## src/include/ppd_params.svh

```systemverilog
`ifndef PPD_PARAMS_SVH
`define PPD_PARAMS_SVH

// ----------------------------------------------------------------------------
// Register indices on the plain register port
// ----------------------------------------------------------------------------
`define PPD_ADDR_W        3
`define PPD_IDX_PORT_A    3'h0
`define PPD_IDX_PORT_B    3'h1
`define PPD_IDX_PORT_C    3'h2
`define PPD_IDX_CTL_WORD  3'h3
`define PPD_IDX_IRQ_STAT  3'h4
`define PPD_IDX_IRQ_MASK  3'h5
`define PPD_IDX_DIR_CFG   3'h6

// ----------------------------------------------------------------------------
// Reset values
// ----------------------------------------------------------------------------
`define PPD_CTL_WORD_RST  8'h9B
`define PPD_DIR_CFG_RST   8'h00
`define PPD_IRQ_MASK_RST  2'h0
`define PPD_LATCH_RST     8'h00

// ----------------------------------------------------------------------------
// Control line roles and interrupt status bits
// ----------------------------------------------------------------------------
`define PPD_LINE_INTR_B   0
`define PPD_LINE_BUF_B    1
`define PPD_LINE_STB_B    2
`define PPD_LINE_INTR_A   3
`define PPD_LINE_STB_A    4
`define PPD_LINE_IBF_A    5
`define PPD_LINE_ACK_A    6
`define PPD_LINE_OBF_A    7
`define PPD_IRQ_W         2
`define PPD_IRQ_A         0
`define PPD_IRQ_B         1

// ----------------------------------------------------------------------------
// Timing
// ----------------------------------------------------------------------------
`define PPD_DIR_RISE_NS   200
`define PPD_CLK_PERIOD_NS 100

`endif

```

## src/include/ppd_pkg.sv

```systemverilog
// ----------------------------------------------------------------------------
// Shared types for the parallel port block
// ----------------------------------------------------------------------------
package ppd_pkg;

  // Operating mode of the port A group
  typedef enum logic [1:0] {MODE_BASIC, MODE_STROBED, MODE_BIDIR} mode_t;

  // Where a transceiver direction level comes from
  typedef enum logic [1:0] {DIR_STATIC_IN, DIR_STATIC_OUT, DIR_LINE4, DIR_LINE6} dir_src_t;

  // Control word as written by software (mode set form)
  typedef struct packed {
    logic       set_mode;
    logic [1:0] a_mode;
    logic       a_in;
    logic       cu_in;
    logic       b_mode;
    logic       b_in;
    logic       cl_in;
  } ctl_word_t;

  // Direction source configuration
  typedef struct packed {
    logic [3:0] unused;
    dir_src_t   b_src;
    dir_src_t   a_src;
  } dir_cfg_t;

endpackage

```

## src/rtl/dir_rise_delay.sv

```systemverilog
`timescale 1ns/1ps
`include "ppd_params.svh"

// Passes a direction level, holding off each rising edge for CYCLES clocks
module dir_rise_delay #(
  parameter int CYCLES = 2
) (
  input  wire logic clk_i,
  input  wire logic rst_b_i,
  input  wire logic lvl_i,
  output logic      lvl_o
);

  // --------------------------------------------------------------------------
  // Hold-off counter
  // --------------------------------------------------------------------------
  localparam int W = $clog2(CYCLES + 1);
  localparam logic [W-1:0] DONE = W'(CYCLES);

  logic [W-1:0] cnt;  // Cycles the input has been high

  // Starts saturated so the input direction appears at once after reset
  always_ff @(posedge clk_i) begin
    if (!rst_b_i) begin
      cnt <= DONE;
    end else if (!lvl_i) begin
      cnt <= '0;
    end else if (cnt != DONE) begin
      cnt <= cnt + 1'b1;
    end
  end

  // Falls pass straight through; rises wait for the counter
  assign lvl_o = lvl_i & (cnt == DONE);
endmodule // dir_rise_delay

```

## src/rtl/parallel_port_direction_handshake.sv

```systemverilog
// Design decisions made here: strobed register access and the address map.
`timescale 1ns/1ps
`include "ppd_params.svh"

// ----------------------------------------------------------------------------
// Parallel port with transceiver direction control and handshake lines
// ----------------------------------------------------------------------------
module parallel_port_direction_handshake
  import ppd_pkg::*;
#(
  parameter int DIR_RISE_NS = `PPD_DIR_RISE_NS,
  parameter int CLK_NS      = `PPD_CLK_PERIOD_NS
) (
  input  wire logic                   clk_i,
  input  wire logic                   rst_b_i,
  input  wire logic [`PPD_ADDR_W-1:0] addr_i,
  input  wire logic [7:0]             wdata_i,
  input  wire logic                   wr_i,
  input  wire logic                   rd_i,
  output logic      [7:0]             rdata_o,
  input  wire logic [7:0]             pa_i,
  output logic      [7:0]             pa_o,
  output logic      [7:0]             pa_oe_o,
  input  wire logic [7:0]             pb_i,
  output logic      [7:0]             pb_o,
  output logic      [7:0]             pb_oe_o,
  input  wire logic [7:0]             ctl_line_i,
  output logic      [7:0]             ctl_line_o,
  output logic      [7:0]             ctl_line_oe_o,
  output logic                        port_a_dir_ctl_o,
  output logic                        port_b_dir_ctl_o,
  output logic                        irq_o
);

  // --------------------------------------------------------------------------
  // Derived timing
  // --------------------------------------------------------------------------
  localparam int RISE_RAW    = (DIR_RISE_NS + CLK_NS - 1) / CLK_NS;  // Rounded up
  localparam int RISE_CYCLES = (RISE_RAW < 1) ? 1 : RISE_RAW;

  // --------------------------------------------------------------------------
  // Functions
  // --------------------------------------------------------------------------
  // Mode field of the control word to mode
  function automatic mode_t decode_mode(input logic [1:0] f);
    decode_mode = f[1] ? MODE_BIDIR : (f[0] ? MODE_STROBED : MODE_BASIC);
  endfunction

  // Direction level chosen by a source field; high means receive
  function automatic logic dir_level(input dir_src_t s, input logic [7:0] c);
    unique case (s)
      DIR_STATIC_IN:  dir_level = 1'b1;
      DIR_STATIC_OUT: dir_level = 1'b0;
      DIR_LINE4:      dir_level = c[`PPD_LINE_STB_A];
      DIR_LINE6:      dir_level = c[`PPD_LINE_ACK_A];
    endcase
  endfunction

  // --------------------------------------------------------------------------
  // Pin input synchronisers
  // --------------------------------------------------------------------------
  logic [23:0] pin_raw;      // All connector inputs
  logic [23:0] s1;           // First stage, read only by s2
  logic [23:0] s2;           // Second stage
  logic [23:0] s3;           // Third stage
  logic [23:0] pin_st;       // Accepted level
  logic [23:0] next_pin_st;  // Level accepted this edge

  assign pin_raw     = {ctl_line_i, pb_i, pa_i};
  // A bit changes only once stages two and three agree, which filters runts
  assign next_pin_st = ((s2 ~^ s3) & s3) | ((s2 ^ s3) & pin_st);

  // Three-stage capture of the connector
  always_ff @(posedge clk_i) begin
    if (!rst_b_i) begin
      s1     <= '0;
      s2     <= '0;
      s3     <= '0;
      pin_st <= '0;
    end else begin
      s1     <= pin_raw;
      s2     <= s1;
      s3     <= s2;
      pin_st <= next_pin_st;
    end
  end

  logic [7:0] pa_st;     // Port A pins
  logic [7:0] pb_st;     // Port B pins
  logic [7:0] ctl_st;    // Control line pins
  logic [7:0] ctl_fall;  // Falling edges of control lines

  assign pa_st    = pin_st[7:0];
  assign pb_st    = pin_st[15:8];
  assign ctl_st   = pin_st[23:16];
  assign ctl_fall = ctl_st & ~next_pin_st[23:16];

  // --------------------------------------------------------------------------
  // Register port decode
  // --------------------------------------------------------------------------
  logic wr_a, wr_b, wr_c, wr_cw, wr_mask, wr_dir;  // Write selects
  logic rd_a, rd_b, rd_stat;                       // Reads with side effects

  assign wr_a    = wr_i && (addr_i == `PPD_IDX_PORT_A);
  assign wr_b    = wr_i && (addr_i == `PPD_IDX_PORT_B);
  assign wr_c    = wr_i && (addr_i == `PPD_IDX_PORT_C);
  assign wr_cw   = wr_i && (addr_i == `PPD_IDX_CTL_WORD);
  assign wr_mask = wr_i && (addr_i == `PPD_IDX_IRQ_MASK);
  assign wr_dir  = wr_i && (addr_i == `PPD_IDX_DIR_CFG);
  assign rd_a    = rd_i && (addr_i == `PPD_IDX_PORT_A);
  assign rd_b    = rd_i && (addr_i == `PPD_IDX_PORT_B);
  assign rd_stat = rd_i && (addr_i == `PPD_IDX_IRQ_STAT);

  // --------------------------------------------------------------------------
  // Mode and control line latch
  // --------------------------------------------------------------------------
  ctl_word_t  cw;       // Last mode-set word
  mode_t      mode_a;   // Port A group mode
  logic [7:0] c_latch;  // Program-driven control line values
  logic       mode_set; // Mode-set write this cycle

  assign mode_set = wr_cw && wdata_i[7];

  // Mode set clears the line latch; otherwise single bit set/reset
  always_ff @(posedge clk_i) begin
    if (!rst_b_i) begin
      cw      <= ctl_word_t'(`PPD_CTL_WORD_RST);
      mode_a  <= MODE_BASIC;
      c_latch <= `PPD_LATCH_RST;
    end else if (mode_set) begin
      cw      <= ctl_word_t'(wdata_i);
      mode_a  <= decode_mode(wdata_i[6:5]);
      c_latch <= `PPD_LATCH_RST;
    end else if (wr_cw) begin
      c_latch[wdata_i[3:1]] <= wdata_i[0];
    end else if (wr_c) begin
      c_latch <= wdata_i;
    end
  end

  logic a_hs_in;   // Port A strobed input active
  logic a_hs_out;  // Port A handshaked output active
  logic b_hs;      // Port B strobed mode active

  assign a_hs_in  = (mode_a == MODE_BIDIR) || (mode_a == MODE_STROBED && cw.a_in);
  assign a_hs_out = (mode_a == MODE_BIDIR) || (mode_a == MODE_STROBED && !cw.a_in);
  assign b_hs     = cw.b_mode && (mode_a != MODE_BIDIR);

  // --------------------------------------------------------------------------
  // Handshake state
  // --------------------------------------------------------------------------
  logic [7:0] out_a, out_b;  // Output data latches
  logic [7:0] in_a, in_b;    // Strobed input latches
  logic       ibf_a, ibf_b;  // Input buffer full
  logic       obf_a_n;       // Output buffer full, low active
  logic       obf_b_n;
  logic       stb_a_f, ack_a_f, hs_b_f;  // Handshake strobes seen

  assign stb_a_f = ctl_fall[`PPD_LINE_STB_A];
  assign ack_a_f = ctl_fall[`PPD_LINE_ACK_A];
  assign hs_b_f  = ctl_fall[`PPD_LINE_STB_B];

  // Output latches load on writes
  always_ff @(posedge clk_i) begin
    if (!rst_b_i) begin
      out_a <= `PPD_LATCH_RST;
      out_b <= `PPD_LATCH_RST;
    end else begin
      out_a <= wr_a ? wdata_i : out_a;
      out_b <= wr_b ? wdata_i : out_b;
    end
  end

  // Strobe sets buffer full and wins over a read in the same cycle
  always_ff @(posedge clk_i) begin
    if (!rst_b_i || mode_set) begin
      ibf_a <= 1'b0;
      ibf_b <= 1'b0;
      in_a  <= `PPD_LATCH_RST;
      in_b  <= `PPD_LATCH_RST;
    end else begin
      ibf_a <= (a_hs_in && stb_a_f) || (ibf_a && !rd_a);
      ibf_b <= (b_hs && cw.b_in && hs_b_f) || (ibf_b && !rd_b);
      in_a  <= (a_hs_in && stb_a_f) ? pa_st : in_a;
      in_b  <= (b_hs && cw.b_in && hs_b_f) ? pb_st : in_b;
    end
  end

  // A write marks the buffer full; acknowledge empties it, write wins
  always_ff @(posedge clk_i) begin
    if (!rst_b_i || mode_set) begin
      obf_a_n <= 1'b1;
      obf_b_n <= 1'b1;
    end else begin
      obf_a_n <= (wr_a && a_hs_out) ? 1'b0 : (ack_a_f ? 1'b1 : obf_a_n);
      obf_b_n <= (wr_b && b_hs && !cw.b_in) ? 1'b0 : (hs_b_f ? 1'b1 : obf_b_n);
    end
  end

  // --------------------------------------------------------------------------
  // Interrupt requests per port
  // --------------------------------------------------------------------------
  logic intr_a_in, intr_a_out, intr_a, intr_b, intr_b_hs;

  assign intr_a_in  = ibf_a && c_latch[`PPD_LINE_STB_A] && ctl_st[`PPD_LINE_STB_A];
  assign intr_a_out = obf_a_n && c_latch[`PPD_LINE_ACK_A] && ctl_st[`PPD_LINE_ACK_A];
  assign intr_b_hs  = (cw.b_in ? ibf_b : obf_b_n) && c_latch[`PPD_LINE_STB_B]
                      && ctl_st[`PPD_LINE_STB_B];
  // Interrupt line 3 is program driven in basic mode, line 0 whenever port B is not strobed or port A is bidirectional
  assign intr_a = (mode_a == MODE_BASIC) ? c_latch[`PPD_LINE_INTR_A] :
                  ((a_hs_in && intr_a_in) || (a_hs_out && intr_a_out));
  assign intr_b = b_hs ? intr_b_hs : c_latch[`PPD_LINE_INTR_B];

  // --------------------------------------------------------------------------
  // Control line drivers
  // --------------------------------------------------------------------------
  logic line_b_drv;  // Lines 1 and 0 driven unless port B is unused

  assign line_b_drv = (mode_a != MODE_BIDIR);
  // Lines 6, 4 and 2 never drive: they stay buffered inputs
  assign ctl_line_oe_o = {1'b1, 1'b0, 1'b1, 1'b0, 1'b1, 1'b0,
                          line_b_drv, line_b_drv};
  assign ctl_line_o = {
    a_hs_out ? obf_a_n : c_latch[`PPD_LINE_OBF_A],
    1'b0,
    a_hs_in ? ibf_a : c_latch[`PPD_LINE_IBF_A],
    1'b0,
    intr_a,
    1'b0,
    b_hs ? (cw.b_in ? ibf_b : obf_b_n) : c_latch[`PPD_LINE_BUF_B],
    intr_b
  };

  // --------------------------------------------------------------------------
  // Transceiver direction
  // --------------------------------------------------------------------------
  dir_cfg_t dcfg;       // Direction source selection
  logic     dir_a_lvl;  // Port A level before the hold-off
  logic     dir_a_dly;  // Port A level at the transceiver
  logic     dir_b_lvl;  // Port B level at the transceiver

  // Bidirectional mode ties port A to the acknowledge line
  assign dir_a_lvl = (mode_a == MODE_BIDIR) ? ctl_st[`PPD_LINE_ACK_A]
                                            : dir_level(dcfg.a_src, c_latch);
  assign dir_b_lvl = dir_level(dcfg.b_src, c_latch);

  dir_rise_delay #(
    .CYCLES (RISE_CYCLES)
  ) u_rise_a (
    .clk_i   (clk_i),
    .rst_b_i (rst_b_i),
    .lvl_i   (dir_a_lvl),
    .lvl_o   (dir_a_dly)
  );

  // Contention is software's to avoid; a high level never drives
  assign pa_oe_o          = {8{~dir_a_dly}};
  assign pb_oe_o          = {8{~dir_b_lvl & line_b_drv}};
  assign pa_o             = out_a;
  assign pb_o             = out_b;
  assign port_a_dir_ctl_o = dir_a_dly;
  assign port_b_dir_ctl_o = dir_b_lvl;

  // --------------------------------------------------------------------------
  // Interrupt status, mask and configuration
  // --------------------------------------------------------------------------
  logic [`PPD_IRQ_W-1:0] irq_stat, irq_mask, intr_prev, irq_ev;

  assign irq_ev = {intr_b, intr_a} & ~intr_prev;
  assign irq_o  = |(irq_stat & irq_mask);

  // Read clears the status, but an event in that cycle survives
  always_ff @(posedge clk_i) begin
    if (!rst_b_i) begin
      irq_stat  <= '0;
      irq_mask  <= `PPD_IRQ_MASK_RST;
      intr_prev <= '0;
      dcfg      <= dir_cfg_t'(`PPD_DIR_CFG_RST);
    end else begin
      irq_stat  <= (rd_stat ? '0 : irq_stat) | irq_ev;
      irq_mask  <= wr_mask ? wdata_i[`PPD_IRQ_W-1:0] : irq_mask;
      intr_prev <= {intr_b, intr_a};
      dcfg      <= wr_dir ? dir_cfg_t'(wdata_i) : dcfg;
    end
  end

  // --------------------------------------------------------------------------
  // Read data
  // --------------------------------------------------------------------------
  logic [7:0] rd_pa, rd_pb, rd_pc, rd_mux;

  assign rd_pa = (mode_a == MODE_BASIC) ? (cw.a_in ? pa_st : out_a) : in_a;
  assign rd_pb = b_hs ? in_b : (cw.b_in ? pb_st : out_b);
  // Port C shows driven lines as driven and the rest from the pins
  assign rd_pc = (ctl_line_oe_o & ctl_line_o) | (~ctl_line_oe_o & ctl_st);
  assign rd_mux =
    (addr_i == `PPD_IDX_PORT_A)   ? rd_pa :
    (addr_i == `PPD_IDX_PORT_B)   ? rd_pb :
    (addr_i == `PPD_IDX_PORT_C)   ? rd_pc :
    (addr_i == `PPD_IDX_CTL_WORD) ? cw :
    (addr_i == `PPD_IDX_IRQ_STAT) ? {6'h00, irq_stat} :
    (addr_i == `PPD_IDX_IRQ_MASK) ? {6'h00, irq_mask} :
    (addr_i == `PPD_IDX_DIR_CFG)  ? dcfg : 8'h00;

  // Data stands only in the cycle after the read strobe
  always_ff @(posedge clk_i) begin
    if (!rst_b_i) begin
      rdata_o <= 8'h00;
    end else begin
      rdata_o <= rd_i ? rd_mux : 8'h00;
    end
  end
endmodule // parallel_port_direction_handshake

```

## config.mk

```make
export PLATFORM = sky130hd
export DESIGN_NAME = parallel_port_direction_handshake
export DESIGN_NICKNAME = d
export VERILOG_FILES = /design/src/include/ppd_pkg.sv /design/src/rtl/dir_rise_delay.sv /design/src/rtl/parallel_port_direction_handshake.sv
export VERILOG_INCLUDE_DIRS = /design/src /design/src/include
export SDC_FILE = /design/constraint.sdc
export NUM_CORES = 1
export LEC_CHECK = 0
export BUFFER_PORTS_ARGS = -buffer_cell sky130_fd_sc_hd__buf_2
export CELL_PAD_IN_SITES_DETAIL_PLACEMENT = 0
export CELL_PAD_IN_SITES_GLOBAL_PLACEMENT = 1
export CORE_MARGIN = 2
export CORE_UTILIZATION = 25
export CTS_CLUSTER_SIZE = 40
export DETAILED_ROUTE_END_ITERATION = 6
export PLACE_DENSITY_LB_ADDON = 0.08
export RECOVER_POWER = 25
export SETUP_SLACK_MARGIN = 0.5
export SLEW_MARGIN = 20
export SYNTH_ARGS = -nofsm -noshare
export SYNTH_HDL_FRONTEND = slang
export SYNTH_SLANG_ARGS = --single-unit
```

## constraint.sdc

```tcl
create_clock -name clk_i -period 2.4 [get_ports clk_i]
set_input_delay 0.48 -clock clk_i [delete_from_list [all_inputs] [get_ports clk_i]]
set_output_delay 0.48 -clock clk_i [all_outputs]
set_load 0.03 [all_outputs]
```

==> metrics.yaml <==
cts:
  htreeDepth: 4
  cts.clk_slew.worst_paths_ps: 70
  cts.sinks: 161
  cts-root-buf: "clkbuf_16"
  cts_buffers: 17
  clk_path_buf_depth: 2
  tritoncts: "yes"
  insertion_delay_ps: 430
  hold_buffers: 0
worst_setup_path:
  start_kind: "flop"
  worstSetupStartpoint: "mode_a[0]"
  critPathArrivalTime_ps: 1790
  cp_data_required_time_ps: 1920
  r2r-start: "mode_a[0]"
  critPathCaptureType: "primary output"
  crit_fanout: 4
  crit_type: "reg2out"
sta:
  rsz0062_at_grt: "yes"
  finalClockSkew_ps: 7.28
  post-route-period-util_pct: 94.6
  worst_slew_pin_slew_ps: 1520
  slew_viol_final: 45
  slew_headroom_pct: -1.19
  max_freq_ghz: 0.440
  final.min_clock_period_ps: 2270
  hold_violations: 0
  worst_slack_ps: 129
  setup_viol: 0
  fin_setup_tns_ps: 0
run_status:
  status: "finished with violations"
  violations: "max-capacitance violations, max-slew violations"
synthesis:
  synth_area_um2: 6700
  ys_ff_latch: 161
  synthCells: 718
  yosysUniqueCellTypes: 58
  async_reset_ff_share_pct: 0
  ys.flop_type: "dfxtp_1"
  synth_edf_count: 0
  avgSynthCellArea_um2: 9.34
  ys_seq_area_share_pct: 48.1
  yosysWarnings: 0
detailed_routing:
  ant_nets: 0
  drtIter0Drc: 282
  drt_wl_total_um: 19800
  num_vias: 5188
  drc: 0
  via_per_inst: 4.51
  drt_first_pass_iters: 4
  wl_per_cell_um: 17.2
cells_and_area:
  post_route_cells_drive_above_1_share_pct: 25.1
  nNetsFinal: 863
  utilization_pct: 32.2
  area_growth_pct: 25.7
  diodes: 0
pwr:
  ir_worst_vdd_mv: 0.358
  leakage_nw: 3.59
  power.total_mw: 6.23
  p_per_area_nw_per_um2: 740
global_routing:
  grt-ovfl-total: 0
  grt_use_total_pct: 14.4
  grt_pass1_vias: 5010
  grt_max_degree: 45
  grt_pass1_wl_um: 30300
  antenna_found_initial: 0
placement:
  gp_congestion: 0.848
  io_buffer_count: 85
  dp_slack_ps: 156
  dp_hpwl_um: 14100
floorplan:
  die_x_um: 168
  rows: 59
  dieArea_um2: 28100
  io_pins: 98
  start_util_pct: 25.6
  coreArea_um2: 26200
  die_y_um: 168
worst_hold_path:
  hold_path.class: "in2reg"
  min_from: "pb_i[2]"
run:
  max-cap-violations: 1
[placed cells by master, fill, tap and decap left out, types with 9 or more instances in the layout]
cell / Yosys / final
buf_4: 31 / 38
mux2i_1: 35 / 35
nand3_1: 33 / 32
buf_2: 16 / 59
nor2_1: 32 / 30
clkbuf_16: 0 / 17
conb_1: 2 / 9
buf_6: 2 / 29
ha_1: 21 / 21
and2_1: 69 / 55
o21ai_0: 18 / 16
and2_0: 1 / 14
dfxtp_1: 161 / 154
nor2b_1: 31 / 31
a21boi_0: 27 / 27
a21oi_1: 38 / 36
nand2_1: 87 / 85
[flip-flops by register name (all words and copies together) (netlist names), 21 cells and up]
signal,count
s2,21
s3,21
pin_st,21
s1,21
[layout make-up]
type | instances | area (um2)
well taps | 335 | 419
repair buffers | 131 | 953
multi-input cells | 489 | 3180
inverters | 3 | 16.3
flip-flops and latches | 161 | 3240
clock inverters | 15 | 199
fillers | 2746 | 17800
clock buffers | 17 | 425
[per-stage QoR]
step	cells	instance area (um2)	hold slack, ps
final	1151	8430	252
after global routing	1151	8430	237
after CTS	1149	8370	233
after detailed placement	1098	7360	417
after global placement	1098	7360	416
after floorplan	725	6780	412
[path summary, 6_finish.rpt]
check,slack (ps),endpoint,cells past startpoint
setup / recovery,130,ctl_line_o[7],4
hold / removal,250,s1[10],2
setup reg to reg,530,rdata_o[7],7
hold reg to reg,430,s2[8],1
[worst max-delay path, stage by stage, from the launching register on]
cell and delay, ps:
dfxtp_4 380, or3b_4 380, and2_4 160, mux2_4 310
buf_6 140
[layer usage]
| layer | up-vias | track usage (%) | routed length [um] |
|---|---|---|---|
| met5 | - | 0 | 0 |
| met4 | 0 | 4.99 | 334 |
| met3 | 17 | 2.84 | 755 |
| met2 | 84 | 22.5 | 9120 |
| met1 | 2510 | 19.8 | 9570 |
| li1 | 2577 | - | - |
[what timing repair did]
item / in CTS / in global routing
pin swaps: 8 / 5
endpoints found under the setup margin: 37 / 48
setup buffers: 19 / 2
resized for setup: 74 / 13
[synth_stat cells, types with 2 or more instances]
master,instances,share of area [%]
buf_6,2,0.34
a21boi_0,27,3.0
a21o_1,3,0.34
nor4_1,2,0.19
and3_1,2,0.19
a21oi_1,38,2.8
nor3_1,7,0.52
a22oi_1,2,0.22
a221oi_1,5,0.65
a31oi_1,5,0.47
conb_1,2,0.11
o211ai_1,4,0.45
mux2_4,3,0.67
and2_4,2,0.26
a22o_1,5,0.65
o21ai_0,18,1.3
dfxtp_1,161,48
clkbuf_1,22,1.2
nand4_1,2,0.19
buf_4,31,3.5
nor2_1,32,1.8
nor4b_1,2,0.26
ha_1,21,3.9
and2_1,69,6.4
o22ai_1,2,0.19
mux2_2,5,0.84
buf_2,16,1.2
nand3b_1,3,0.34
a211oi_1,3,0.34
nor2b_1,31,2.9
nand2_2,2,0.19
o21ai_1,3,0.22
nand3_1,33,2.5
nand2_1,87,4.9
nand2b_1,3,0.28
nor3b_1,6,0.67
inv_1,2,0.11
mux2i_1,35,5.2
[kinds of logic (layout without fill, tap and decap cells)]
| group | after synthesis | after routing | synth area share, % |
|---|---|---|---|
| fa+ha+maj | 21 | 21 | 3.92 |
| buf+inv | 75 | 166 | 6.48 |
| simple gates | 292 | 292 | 22.8 |
| other cells | 2 | 9 | 0.112 |
| compound gates | 123 | 123 | 11.8 |
| flops | 161 | 161 | 48.1 |
| mux | 43 | 43 | 6.74 |
| xor+xnor | 1 | 1 | 0.131 |
[where the power goes]
part           total [mW]  leakage, nW  internal (mW)  switching, mW
logic               0.568         1.97          0.221          0.347
registers            2.77         1.31           2.74         0.0379
clock network        2.89        0.300           1.67           1.22
total                6.23         3.59           4.63           1.60
No activity file was read; power rests on OpenSTA's default activity.
